==> src/fbc_pkg.sv <==
// Package with register map, field positions and states of the byte-count block
package fbc_pkg;

  // Register byte addresses
  localparam logic [7:0] FBC_STATUS_OFS    = 8'h00;
  localparam logic [7:0] FBC_COUNT_LO_OFS  = 8'h04;
  localparam logic [7:0] FBC_COUNT_HI_OFS  = 8'h08;
  localparam logic [7:0] FBC_CAP_OFS       = 8'h0C;
  localparam logic [7:0] FBC_DATA_OFS      = 8'h10;

  // Status register fields
  localparam int FBC_STS_EXPECT_BIT  = 3;
  localparam int FBC_STS_AVAIL_BIT   = 4;
  localparam int FBC_STS_READY_BIT   = 6;
  localparam int FBC_STS_VALID_BIT   = 7;

  // Capability register fields
  localparam int FBC_CAP_FIXED_BIT   = 0;
  localparam logic FBC_CAP_FIXED_RST = 1'b0;

  // Defaults of counts and timeouts
  localparam int FBC_FIFO_DEPTH      = 64;
  localparam int FBC_FIXED_COUNT     = 16;
  localparam int FBC_SHORT_TIMEOUT   = 8;
  localparam int FBC_LONG_TIMEOUT    = 64;

  // Bus answers and empty read value
  localparam logic [1:0] FBC_RESP_OKAY   = 2'h0;
  localparam logic [1:0] FBC_RESP_SLVERR = 2'h2;
  localparam logic [7:0] FBC_EMPTY_BYTE  = 8'hFF;

  typedef enum logic [2:0] {
    FBC_IDLE      = 3'b000,
    FBC_READY     = 3'b001,
    FBC_RECEPTION = 3'b010,
    FBC_EXECUTION = 3'b011,
    FBC_COMPLETION= 3'b100
  } fbc_state_t;

endpackage

==> src/fbc_top.sv <==
// Byte-count, readiness and status-valid logic behind an AXI4-Lite register port
//
// Implementation choices: the AXI4-Lite register port and the register addresses.
`timescale 1ns/1ns

// How it works
// - Capability bit selects fixed or dynamic counting
// - Dynamic send count tracks free command space
// - Dynamic read count tracks readable response bytes
// - Fixed count constant between module init events
// - Fixed send count zero until burst written
// - Fixed read count zero until burst read
// - Count nonzero quickly after ready or available
// - Two count bytes never mix two values
// - Latch both bytes on low read
// - Status valid set within short timeout
// - Status valid only in completion or reception
// - Ready field equals Ready state, FIFOs empty
// - First command byte clears ready field
// - Write zero, or one in Ready, ignored
// - Idle goes Ready within long timeout
// - Ready write during reception aborts command
// - Completion write flushes, Ready else Idle
// - Ready write during execution aborts execution
module fbc_top
  import fbc_pkg::*;
#(
  parameter int DEPTH         = FBC_FIFO_DEPTH,
  parameter int FIXED_COUNT   = FBC_FIXED_COUNT,
  parameter int SHORT_TIMEOUT = FBC_SHORT_TIMEOUT,
  parameter int LONG_TIMEOUT  = FBC_LONG_TIMEOUT
) (
  // Clock and reset
  input  wire logic        aclk,
  input  wire logic        aresetn,
  input  wire logic        module_init_event,
  // AXI4-Lite write channels
  input  wire logic [7:0]  s_axi_awaddr,
  input  wire logic        s_axi_awvalid,
  output logic             s_axi_awready,
  input  wire logic [31:0] s_axi_wdata,
  input  wire logic [3:0]  s_axi_wstrb,
  input  wire logic        s_axi_wvalid,
  output logic             s_axi_wready,
  output logic [1:0]       s_axi_bresp,
  output logic             s_axi_bvalid,
  input  wire logic        s_axi_bready,
  // AXI4-Lite read channels
  input  wire logic [7:0]  s_axi_araddr,
  input  wire logic        s_axi_arvalid,
  output logic             s_axi_arready,
  output logic [31:0]      s_axi_rdata,
  output logic [1:0]       s_axi_rresp,
  output logic             s_axi_rvalid,
  input  wire logic        s_axi_rready,
  // Firmware side of the command FIFO
  output logic [7:0]       cmd_byte,
  output logic             cmd_byte_push,
  input  wire logic        fw_cmd_pop,
  // Firmware side of the response FIFO
  input  wire logic [7:0]  fw_rsp_head,
  input  wire logic        fw_rsp_push,
  output logic             rsp_byte_pop,
  // Firmware sequencing
  input  wire logic        fw_exec_start,
  input  wire logic        fw_response_done,
  output logic             fifo_flush,
  output logic             exec_abort,
  output logic [2:0]       state_out
);

  localparam int LW = $clog2(DEPTH + 1);
  localparam int TW = $clog2(LONG_TIMEOUT + SHORT_TIMEOUT + 1);
  localparam logic [LW-1:0] DEPTH_L = LW'(DEPTH);
  localparam logic [LW-1:0] FIXED_L = LW'(FIXED_COUNT);

  // Low two address bits ignored: every register owns one word
  function automatic logic hit(input logic [7:0] a, input logic [7:0] ofs);
    return a[7:2] == ofs[7:2];
  endfunction

  fbc_state_t state_q, state_d;
  logic [LW-1:0] cmd_lvl_q, rsp_lvl_q;
  logic [LW-1:0] burst_left_q;
  logic          burst_busy_q;
  logic          fixed_sel_q;
  logic          sts_valid_q;
  logic [TW-1:0] sts_tmr_q;
  logic [TW-1:0] idle_tmr_q;
  logic          idle_wait_q;
  logic [15:0]   cnt_latch_q;
  logic          latch_ok_q;
  logic          bvalid_q, rvalid_q;
  logic [1:0]    bresp_q, rresp_q;
  logic [31:0]   rdata_q;
  logic [7:0]    cmd_byte_q;
  logic          cmd_push_q, rsp_pop_q, flush_q, abort_q;

  // Write decode; a data write to a full command FIFO waits on the bus
  wire aw_both    = s_axi_awvalid && s_axi_wvalid && !bvalid_q;
  wire wr_data    = hit(s_axi_awaddr, FBC_DATA_OFS);
  wire cmd_full   = cmd_lvl_q == DEPTH_L;
  wire send_phase = (state_q == FBC_READY) || (state_q == FBC_RECEPTION);
  wire wr_go      = aw_both && !(wr_data && cmd_full);
  wire wr_sts     = wr_go && hit(s_axi_awaddr, FBC_STATUS_OFS) && s_axi_wstrb[0];
  wire wr_cap     = wr_go && hit(s_axi_awaddr, FBC_CAP_OFS) && s_axi_wstrb[0];
  wire host_push  = wr_go && wr_data && s_axi_wstrb[0] && send_phase;
  wire wr_known   = wr_data || hit(s_axi_awaddr, FBC_STATUS_OFS) || hit(s_axi_awaddr, FBC_CAP_OFS)
                    || hit(s_axi_awaddr, FBC_COUNT_LO_OFS) || hit(s_axi_awaddr, FBC_COUNT_HI_OFS);
  wire rdy_write  = wr_sts && s_axi_wdata[FBC_STS_READY_BIT];   // Zero writes fall away

  // Read decode
  wire rd_go      = s_axi_arvalid && !rvalid_q;
  wire rd_sts     = rd_go && hit(s_axi_araddr, FBC_STATUS_OFS);
  wire rd_lo      = rd_go && hit(s_axi_araddr, FBC_COUNT_LO_OFS);
  wire rd_hi      = rd_go && hit(s_axi_araddr, FBC_COUNT_HI_OFS);
  wire rd_cap     = rd_go && hit(s_axi_araddr, FBC_CAP_OFS);
  wire rd_data    = rd_go && hit(s_axi_araddr, FBC_DATA_OFS);
  wire rsp_avail  = (state_q == FBC_COMPLETION) && (rsp_lvl_q != '0);
  wire host_pop   = rd_data && rsp_avail;
  wire data_acc   = host_push || rd_data || (wr_go && wr_data);

  // Flush requests from the ready field
  wire flush_now  = rdy_write && (state_q != FBC_READY);
  wire both_empty = (cmd_lvl_q == '0) && (rsp_lvl_q == '0);

  // Live count in both modes
  logic [LW-1:0] dyn_cnt, fix_cnt, live_cnt;
  // Fixed mode: too little room for a whole burst reads zero, never a short count
  assign dyn_cnt = send_phase ? DEPTH_L - cmd_lvl_q
                 : rsp_lvl_q;
  assign fix_cnt = burst_busy_q ? '0
                 : send_phase ? ((DEPTH_L - cmd_lvl_q >= FIXED_L) ? FIXED_L : '0)
                 : ((rsp_lvl_q >= FIXED_L) ? FIXED_L : '0);
  // Count is combinational, so in dynamic mode it is nonzero the cycle space or data exists
  assign live_cnt = (!send_phase && !rsp_avail) ? '0
                  : fixed_sel_q ? fix_cnt : dyn_cnt;
  wire [15:0] live16 = 16'(live_cnt);

  // Command state machine
  // Execution and Completion move only on firmware strobes or a ready write
  always_comb begin
    state_d = state_q;
    case (state_q)
      FBC_IDLE: begin
        if (idle_wait_q && both_empty) begin
          state_d = FBC_READY;
        end
      end
      FBC_READY: begin
        if (host_push) begin
          state_d = FBC_RECEPTION;
        end
      end
      FBC_RECEPTION: begin
        if (flush_now) begin
          state_d = FBC_IDLE;
        end else if (fw_exec_start) begin
          state_d = FBC_EXECUTION;
        end
      end
      FBC_EXECUTION: begin
        if (flush_now) begin
          state_d = FBC_IDLE;
        end else if (fw_response_done) begin
          state_d = FBC_COMPLETION;
        end
      end
      FBC_COMPLETION: begin
        if (flush_now) begin
          state_d = FBC_IDLE;
        end
      end
      default: state_d = FBC_IDLE;
    endcase
  end

  always_ff @(posedge aclk) begin
    if (!aresetn || module_init_event) begin
      state_q     <= FBC_IDLE;
      idle_wait_q <= 1'b0;
      idle_tmr_q  <= '0;
    end else begin
      state_q <= state_d;
      // Idle waits for both FIFOs empty, gives up after the long limit
      // Giving up keeps a stuck firmware from holding the ready request forever
      if (flush_now || (rdy_write && state_q == FBC_IDLE)) begin
        idle_wait_q <= 1'b1;
        idle_tmr_q  <= TW'(LONG_TIMEOUT);
      end else if (state_d == FBC_READY || idle_tmr_q == '0) begin
        idle_wait_q <= 1'b0;
      end else begin
        idle_tmr_q <= idle_tmr_q - 1'b1;
      end
    end
  end

  // FIFO fill levels; flush wins over same-cycle traffic
  always_ff @(posedge aclk) begin
    if (!aresetn || module_init_event || flush_q) begin
      cmd_lvl_q <= '0;
      rsp_lvl_q <= '0;
    end else begin
      cmd_lvl_q <= cmd_lvl_q + LW'(host_push) - LW'(fw_cmd_pop && cmd_lvl_q != '0);
      rsp_lvl_q <= rsp_lvl_q + LW'(fw_rsp_push && rsp_lvl_q != DEPTH_L) - LW'(host_pop);
    end
  end

  // Fixed-mode burst tracker: zero from first byte until the burst completes
  always_ff @(posedge aclk) begin
    if (!aresetn || module_init_event || flush_q) begin
      burst_busy_q <= 1'b0;
      burst_left_q <= '0;
    end else if (fixed_sel_q && (host_push || host_pop)) begin
      if (!burst_busy_q && FIXED_L > 1) begin
        burst_busy_q <= 1'b1;
        burst_left_q <= FIXED_L - 1'b1;
      end else if (burst_left_q <= 1) begin
        burst_busy_q <= 1'b0;
        burst_left_q <= '0;
      end else begin
        burst_left_q <= burst_left_q - 1'b1;
      end
    end
  end

  // Capability bit, kept across bus activity until reset
  // Writable only in Idle, so the fixed count cannot move mid-command
  always_ff @(posedge aclk) begin
    if (!aresetn) begin
      fixed_sel_q <= FBC_CAP_FIXED_RST;
    end else if (wr_cap && state_q == FBC_IDLE) begin
      fixed_sel_q <= s_axi_wdata[FBC_CAP_FIXED_BIT];
    end
  end

  // Status-valid: cleared by a status access, set again after a short settle
  // Limitation: a poll tighter than the settle time never sees the flag set
  wire sts_ok = (state_q == FBC_COMPLETION) || (state_q == FBC_RECEPTION);
  always_ff @(posedge aclk) begin
    if (!aresetn || module_init_event) begin
      sts_valid_q <= 1'b0;
      sts_tmr_q   <= '0;
    end else if (rd_sts || (wr_go && hit(s_axi_awaddr, FBC_STATUS_OFS))) begin
      sts_valid_q <= 1'b0;
      sts_tmr_q   <= TW'(SHORT_TIMEOUT);
    end else if (sts_tmr_q > 1) begin
      sts_tmr_q <= sts_tmr_q - 1'b1;
    end else begin
      sts_tmr_q   <= '0;
      sts_valid_q <= sts_ok;
    end
  end

  // Count latch taken on the low read, dropped by any data access
  // Without the latch the live high byte is read, zero unless DEPTH exceeds 255
  always_ff @(posedge aclk) begin
    if (!aresetn || module_init_event || data_acc) begin
      latch_ok_q  <= 1'b0;
      cnt_latch_q <= '0;
    end else if (rd_lo) begin
      latch_ok_q  <= 1'b1;
      cnt_latch_q <= live16;
    end
  end

  // Read data selection
  logic [31:0] rd_word;
  logic        rd_known;
  always_comb begin
    rd_word  = '0;
    rd_known = 1'b1;
    if (rd_sts) begin
      rd_word[FBC_STS_VALID_BIT]  = sts_valid_q;
      rd_word[FBC_STS_READY_BIT]  = state_q == FBC_READY;
      rd_word[FBC_STS_AVAIL_BIT]  = rsp_avail;
      rd_word[FBC_STS_EXPECT_BIT] = state_q == FBC_RECEPTION;
    end else if (rd_lo) begin
      rd_word[7:0] = live16[7:0];
    end else if (rd_hi) begin
      rd_word[7:0] = latch_ok_q ? cnt_latch_q[15:8] : live16[15:8];
    end else if (rd_cap) begin
      rd_word[FBC_CAP_FIXED_BIT] = fixed_sel_q;
    end else if (rd_data) begin
      rd_word[7:0] = rsp_avail ? fw_rsp_head : FBC_EMPTY_BYTE;
    end else begin
      rd_known = 1'b0;
    end
  end

  // Bus answers and firmware strobes
  // One transfer per channel in flight; the answer comes one cycle after taking
  always_ff @(posedge aclk) begin
    if (!aresetn) begin
      bvalid_q   <= 1'b0;
      bresp_q    <= FBC_RESP_OKAY;
      rvalid_q   <= 1'b0;
      rresp_q    <= FBC_RESP_OKAY;
      rdata_q    <= '0;
      cmd_byte_q <= '0;
      cmd_push_q <= 1'b0;
      rsp_pop_q  <= 1'b0;
      flush_q    <= 1'b0;
      abort_q    <= 1'b0;
    end else begin
      if (wr_go) begin
        bvalid_q <= 1'b1;
        bresp_q  <= wr_known ? FBC_RESP_OKAY : FBC_RESP_SLVERR;
      end else if (s_axi_bready) begin
        bvalid_q <= 1'b0;
      end
      if (rd_go) begin
        rvalid_q <= 1'b1;
        rdata_q  <= rd_word;
        rresp_q  <= rd_known ? FBC_RESP_OKAY : FBC_RESP_SLVERR;
      end else if (s_axi_rready) begin
        rvalid_q <= 1'b0;
      end
      cmd_push_q <= host_push;
      if (host_push) begin
        cmd_byte_q <= s_axi_wdata[7:0];
      end
      rsp_pop_q <= host_pop;
      flush_q   <= flush_now;
      abort_q   <= flush_now && (state_q == FBC_EXECUTION || state_q == FBC_RECEPTION);
    end
  end

  assign s_axi_awready = wr_go;
  assign s_axi_wready  = wr_go;
  assign s_axi_bvalid  = bvalid_q;
  assign s_axi_bresp   = bresp_q;
  assign s_axi_arready = rd_go;
  assign s_axi_rvalid  = rvalid_q;
  assign s_axi_rdata   = rdata_q;
  assign s_axi_rresp   = rresp_q;
  assign cmd_byte      = cmd_byte_q;
  assign cmd_byte_push = cmd_push_q;
  assign rsp_byte_pop  = rsp_pop_q;
  assign fifo_flush    = flush_q;
  assign exec_abort    = abort_q;
  assign state_out     = state_q;

endmodule

==> config.mk <==
export PLATFORM = sky130hd
export DESIGN_NAME = fbc_top
export DESIGN_NICKNAME = d
export VERILOG_FILES = /design/src/fbc_pkg.sv /design/src/fbc_top.sv
export SDC_FILE = /design/constraint.sdc
export NUM_CORES = 1
export LEC_CHECK = 0
export BUFFER_PORTS_ARGS = -buffer_cell sky130_fd_sc_hd__buf_2
export CORE_UTILIZATION = 52
export CTS_BUF_LIST = sky130_fd_sc_hd__clkbuf_8
export CTS_CLUSTER_DIAMETER = 50
export DETAILED_ROUTE_END_ITERATION = 8
export PLACE_DENSITY_LB_ADDON = 0.1
export SLEW_MARGIN = 5
export SYNTH_ARGS = -nofsm -noshare
export SYNTH_HDL_FRONTEND = slang
export SYNTH_SLANG_ARGS = --single-unit
==> constraint.sdc <==
create_clock -name aclk -period 4.15 [get_ports aclk]
set_input_delay 0.415 -clock aclk [delete_from_list [all_inputs] [get_ports aclk]]
set_output_delay 0.415 -clock aclk [all_outputs]
set_load 0.1 [all_outputs]
# Word-level counts from Yosys, hierarchy flattened
# Index checks and enable logic that the tools add are counted.
# totals
register_bits	68
out_inout_bits	56
wordCells	161
# op_classes
addsub	8
magnitude_cmp	4
n_eq_ne	17
mux	46
n_bitwise	1
n_reduce_logical	63
# op_table
op	count
7-bit two-way mux	8
8-bit two-way mux	4
1-bit logical AND	30
6-bit by 2-bit equality test with 1-bit output, second input constant	4
3-bit two-way mux	8
7-bit zero test	3
7-bit by 1-bit subtractor with 7-bit output, second input constant	3
5-bit two-way mux	4
1-bit two-way mux	15
3-bit one-hot mux with 5 select lines	1
7-bit by 1-bit adder with 7-bit output	2
7-bit by 5-bit >= comparator with 1-bit output, second input constant	2
7-bit nonzero test	2
7-bit by 1-bit subtractor with 7-bit output	2
1-bit logical OR	13
6-bit by 1-bit equality test with 1-bit output, second input constant	2
6-bit by 3-bit equality test with 1-bit output, second input constant	2
6-bit zero test	2
2-bit two-way mux	4
4-bit two-way mux	2
7-bit equality test, second input constant	1
7-bit by 1-bit > comparator with 1-bit output, second input constant	1
7-bit by 1-bit <= comparator with 1-bit output, second input constant	1
7-bit inequality test, second input constant	1
12 further kinds	22

# Depth between registers and ports, before layout
# depth
ltp_word	14
depth_mapped	17

# Worst setup path after synthesis
# OpenSTA, ideal clock, no wires.
# synth_path
kind	register to output
start	reg cmd_lvl_q[1]
end	out s_axi_wready
arrival_time_ns	3.871
required_ns	3.735
setup_slack_ns	-0.136
stages_incl_launch_ff	7
path_buffers	1
path_cell_list	dfxtp_1 -> inv_1 -> ha_1 -> and4_2 -> nor3b_1 -> nor3_1 -> buf_4
# synth_via
elab_chain_len	4
# synth_lines
item	line	rtl
start, declared	fbc_top.sv:83	logic [LW-1:0] cmd_lvl_q, rsp_lvl_q;
start signal, assigned	fbc_top.sv:204	cmd_lvl_q <= cmd_lvl_q + LW'(host_push) - LW'(fw_cmd_pop && cmd_lvl_q != '0);
7-bit equality test	fbc_top.sv:102	wire cmd_full = cmd_lvl_q == DEPTH_L;
1-bit logical AND	fbc_top.sv:104	wire wr_go = aw_both && !(wr_data && cmd_full);
1-bit zero test	fbc_top.sv:104	
1-bit logical AND	fbc_top.sv:104	
end, declared	fbc_top.sv:44	output logic s_axi_wready,
# No other way between the ends.

# Worst setup path after layout
# layout_path
start	reg cmd_lvl_q[0]
end	reg cmd_lvl_q[6]
# layout_via
elab_chain_len	9
word_cells_on_any_way	11
cone_classes	add/sub (2); eq/ne (1); reduce/logical (8)
# layout_lines
item	line	rtl
7-bit equality test	fbc_top.sv:102	
1-bit logical AND	fbc_top.sv:104	
1-bit zero test	fbc_top.sv:104	
1-bit logical AND	fbc_top.sv:104	
1-bit logical AND	-	
1-bit logical AND (2 in a row)	fbc_top.sv:107	wire host_push = wr_go && wr_data && s_axi_wstrb[0] && send_phase;
7-bit by 1-bit adder with 7-bit output	fbc_top.sv:204	
7-bit by 1-bit subtractor with 7-bit output (*)	fbc_top.sv:204	
# Mark *: on every way between the ends. The rest lies on a longest branch, timed or not.
# A chain may end at the register's enable or synchronous reset.

==> out/qor.csv <==
stage,metric,value,unit
cells_and_area,area_delta_synth_final,13.8,%
power,power,2.41,mW
power,ir_drop,0.296,mV
timing,finalSetupViolations,0,
critical_path,cp_data_arrival_time,3.83,ns
logic_synthesis,synthCells,487,
route,wl_per_cell,13.8,µm
critical_path,cp_max_fo,5,
place,dpl_worst_slack,0.455,ns
logic_synthesis,synth_cell_type_count,61,
power,leakage,2.01,nW
logic_synthesis,synth_fa_ha_area_share,9.62,%
logic_synthesis,synthTopCellsByArea,"dfxtp_1 (33%), ha_1 (8.6%), buf_4 (5.0%)",
route,firstDrtPassIters,5,
logic_synthesis,syn-cell-area,0.00406,mm²
place,placed_cell_area,0.00437,mm²
route,drc,0,
clock_tree,cts_root_buf,clkbuf_8,
global_route,grt_usage,23.4,%
floorplanning,design.core.area,0.00741,mm²
status,outcome,finished clean,
timing,layout_setup_ws,0.560,ns
floorplanning,boundaryPins,128,
logic_synthesis,syn_area_per_cell,8.33,µm²
critical_path,worstSetupEndpointType,flip-flop,
floorplanning,die_w,90.3,µm
logic_synthesis,synth-simple-area-share,23.1,%
route,via_per_inst,5.42,
floorplanning,die_height,90.3,µm
clock_tree,clkSinkCount,66,
clock_tree,cts_tree,done,
logic_synthesis,synth_xor_area_share,4.75,%
floorplanning,die_area,0.00816,mm²
logic_synthesis,synth_top_family_by_area,simple AND/OR/NAND/NOR gates,
power,power.density,522,mW/mm²
logic_synthesis,yosysTopAreaCell,dfxtp_1,
clock_tree,hold_buffers,0,
clock_tree,cts_buffer_depth,2,
place,dp_cells,641,
timing,layout_min_cycle_time,3.59,ns
timing,holdWs,0.303,ns
timing,setup_tns,0,ns
logic_synthesis,ys.warnings.count,0,
route,antenna_left,0,
global_route,antenna_found_initial,0,
logic_synthesis,synth_compound_area_share,16.2,%
place,dp_hpwl,6.85,mm
timing,final-hold-violation-count,0,
global_route,overflow,0,
route,drt_iter0_markers,146,
critical_path,crit_type,flip-flop to flip-flop,
flow_run,maxCapViolations,0,
global_route,grt_max_degree,21,
cells_and_area,antenna_cells,0,
clock_tree,htreeDepth,3,
route,wirelength,9.07,mm
logic_synthesis,yosysSeqAreaShare,32.6,%
critical_path,start_kind,flip-flop,
logic_synthesis,synth_edf_count,0,
timing,drv_slew,0,
global_route,grtUsageMet3,4.46,%
timing,fin_skew,0.0143,ns
place,routabilityCongestion,0.833,
floorplanning,rows,31,
timing,post-route-period-util,86.5,%
logic_synthesis,synth_seq_cells,66,
clock_tree,path_clk_slew,0.08,ns
critical_path,cp_data_required_time,4.39,ns
global_route,met2_usage,37.3,%
clock_tree,insertion_delay,0.35,ns
route,vias,3562,
logic_synthesis,synth_flop_cell,dfxtp_1,
logic_synthesis,synth_mux_area_share,2.96,%
clock_tree,post_cts_resized,0,
worst_hold_path,holdCritPathClass,primary input to flip-flop,
global_route,met1_usage,31.4,%
cells_and_area,final_cells,657,
cells_and_area,final_layout_size_suffix_gt1_share,17.9,%
floorplanning,start_util,54.8,%
place,numPortBuffers,70,
global_route,grt_pass1_wl,15.5,mm
timing,fmax,0.279,GHz
cells_and_area,final_cell_area,0.00461,mm²
global_route,grt_pass1_vias,3308,
cells_and_area,fin_nets,655,
timing,rsz0062_at_grt,no,
clock_tree,numCtsBuffers,9,
timing,tightest_slew,1.16,ns
cells_and_area,final_util,62.3,%
logic_synthesis,async_flop_share,0,%
global_route,grt.busiest_layer,met2,
clock_tree,post_cts_buffers,0,
logic_synthesis,synth.top_cell.area_share,32.6,%
timing,maxSlewHeadroom,22.2,%
[layer usage]
metal	vias up	wire, µm	share of wire, %
li1	1801	-	-
met1	1618	4380	48
met2	134	4050	45
met3	9	551	6.1
met4	0	93	1.0
met5	-	0	0
[where the power goes]
group,switching [mW],total [mW],internal [mW]
sequential,0.0609,0.762,0.701
clock,0.269,0.673,0.404
combinational,0.599,0.975,0.376
total,0.929,2.41,1.48
[placed cells by master (no fill, tap or decap), types with 7 or more instances in the layout]
cell type / synthesis / routed
mux2i_1: 12 / 12
o21ai_0: 18 / 18
nand3_1: 14 / 14
ha_1: 28 / 28
conb_1: 1 / 26
dfxtp_1: 66 / 66
nor2_1: 54 / 54
clkbuf_8: 1 / 9
buf_2: 1 / 70
xnor2_1: 16 / 16
nor3_1: 16 / 15
nand2b_1: 9 / 9
or3_1: 7 / 7
a31oi_1: 12 / 12
nand2_1: 30 / 30
nor4_1: 9 / 9
inv_1: 38 / 38
a21oi_1: 18 / 18
[worst max-delay path, cell delays in order (launching register included)]
cell,delay [ns]
dfxtp_1,0.44
inv_1,0.07
ha_1,0.26
and4_2,0.29
nor4_2,0.38
and2_1,0.23
inv_1,0.06
ha_1,0.28
inv_1,0.06
ha_1,0.16
inv_1,0.06
fa_1,0.40
o21bai_1,0.16
a21oi_1,0.12
o31ai_1,0.30
xnor2_1,0.16
nor2_1,0.05
[flip-flops by register name, summed over array words and instances (netlist names), 3 cells and up]
name	cells
sts_tmr_q	7
rsp_lvl_q	7
state_out	3
burst_left_q	7
cmd_lvl_q	7
cmd_byte	8
idle_tmr_q	7
s_axi_rdata	8
[worst paths after layout]
kind              cells after the start           start      endpoint  slack, ns
setup / recovery                     16    cmd_lvl_q[0]  cmd_lvl_q[6]       0.56
hold reg to reg                       2     sts_valid_q   sts_valid_q       0.46
hold / removal                        3  s_axi_wdata[1]   cmd_byte[1]       0.30
setup reg to reg                     16    cmd_lvl_q[0]  cmd_lvl_q[6]       0.56
[final cells by class]
cell class | count | area (µm²)
multi-input cells | 364 | 2400
flip-flops and latches | 66 | 1320
fillers | 704 | 2790
repair buffers | 74 | 380
clock buffers | 9 | 124
well taps | 99 | 124
inverters | 38 | 143
clock inverters | 7 | 124
[cell families (layout without fill, tap and decap cells)]
| logic type | count (synthesis) | count (layout) |
|---|---|---|
| and+or+nand+nor | 180 | 180 |
| AOI/OAI and AO/OA | 94 | 94 |
| buffers and inverters | 82 | 128 |
| DFF | 66 | 66 |
| adders and majority gates | 30 | 30 |
| xor gates and xnor gates | 22 | 22 |
| muxes | 12 | 12 |
| other | 1 | 26 |
[cell usage after synthesis (3+ instances only)]
cell type	instances
a211oi_1	3
a21oi_1	18
a22o_1	4
a22oi_1	3
a31oi_1	12
and2_1	5
buf_4	27
clkbuf_1	12
dfxtp_1	66
ha_1	28
inv_1	38
mux2i_1	12
nand2_1	30
nand2b_1	9
nand3_1	14
nand3b_1	3
nand4_1	6
nor2_1	54
nor2b_1	4
nor3_1	16
nor3b_1	6
nor4_1	9
nor4b_1	5
o211a_1	3
o211ai_1	6
o21ai_0	18
o21bai_1	3
o31ai_1	5
or3_1	7
xnor2_1	16
xor2_1	6
No activity file was read; power rests on OpenSTA's default activity.
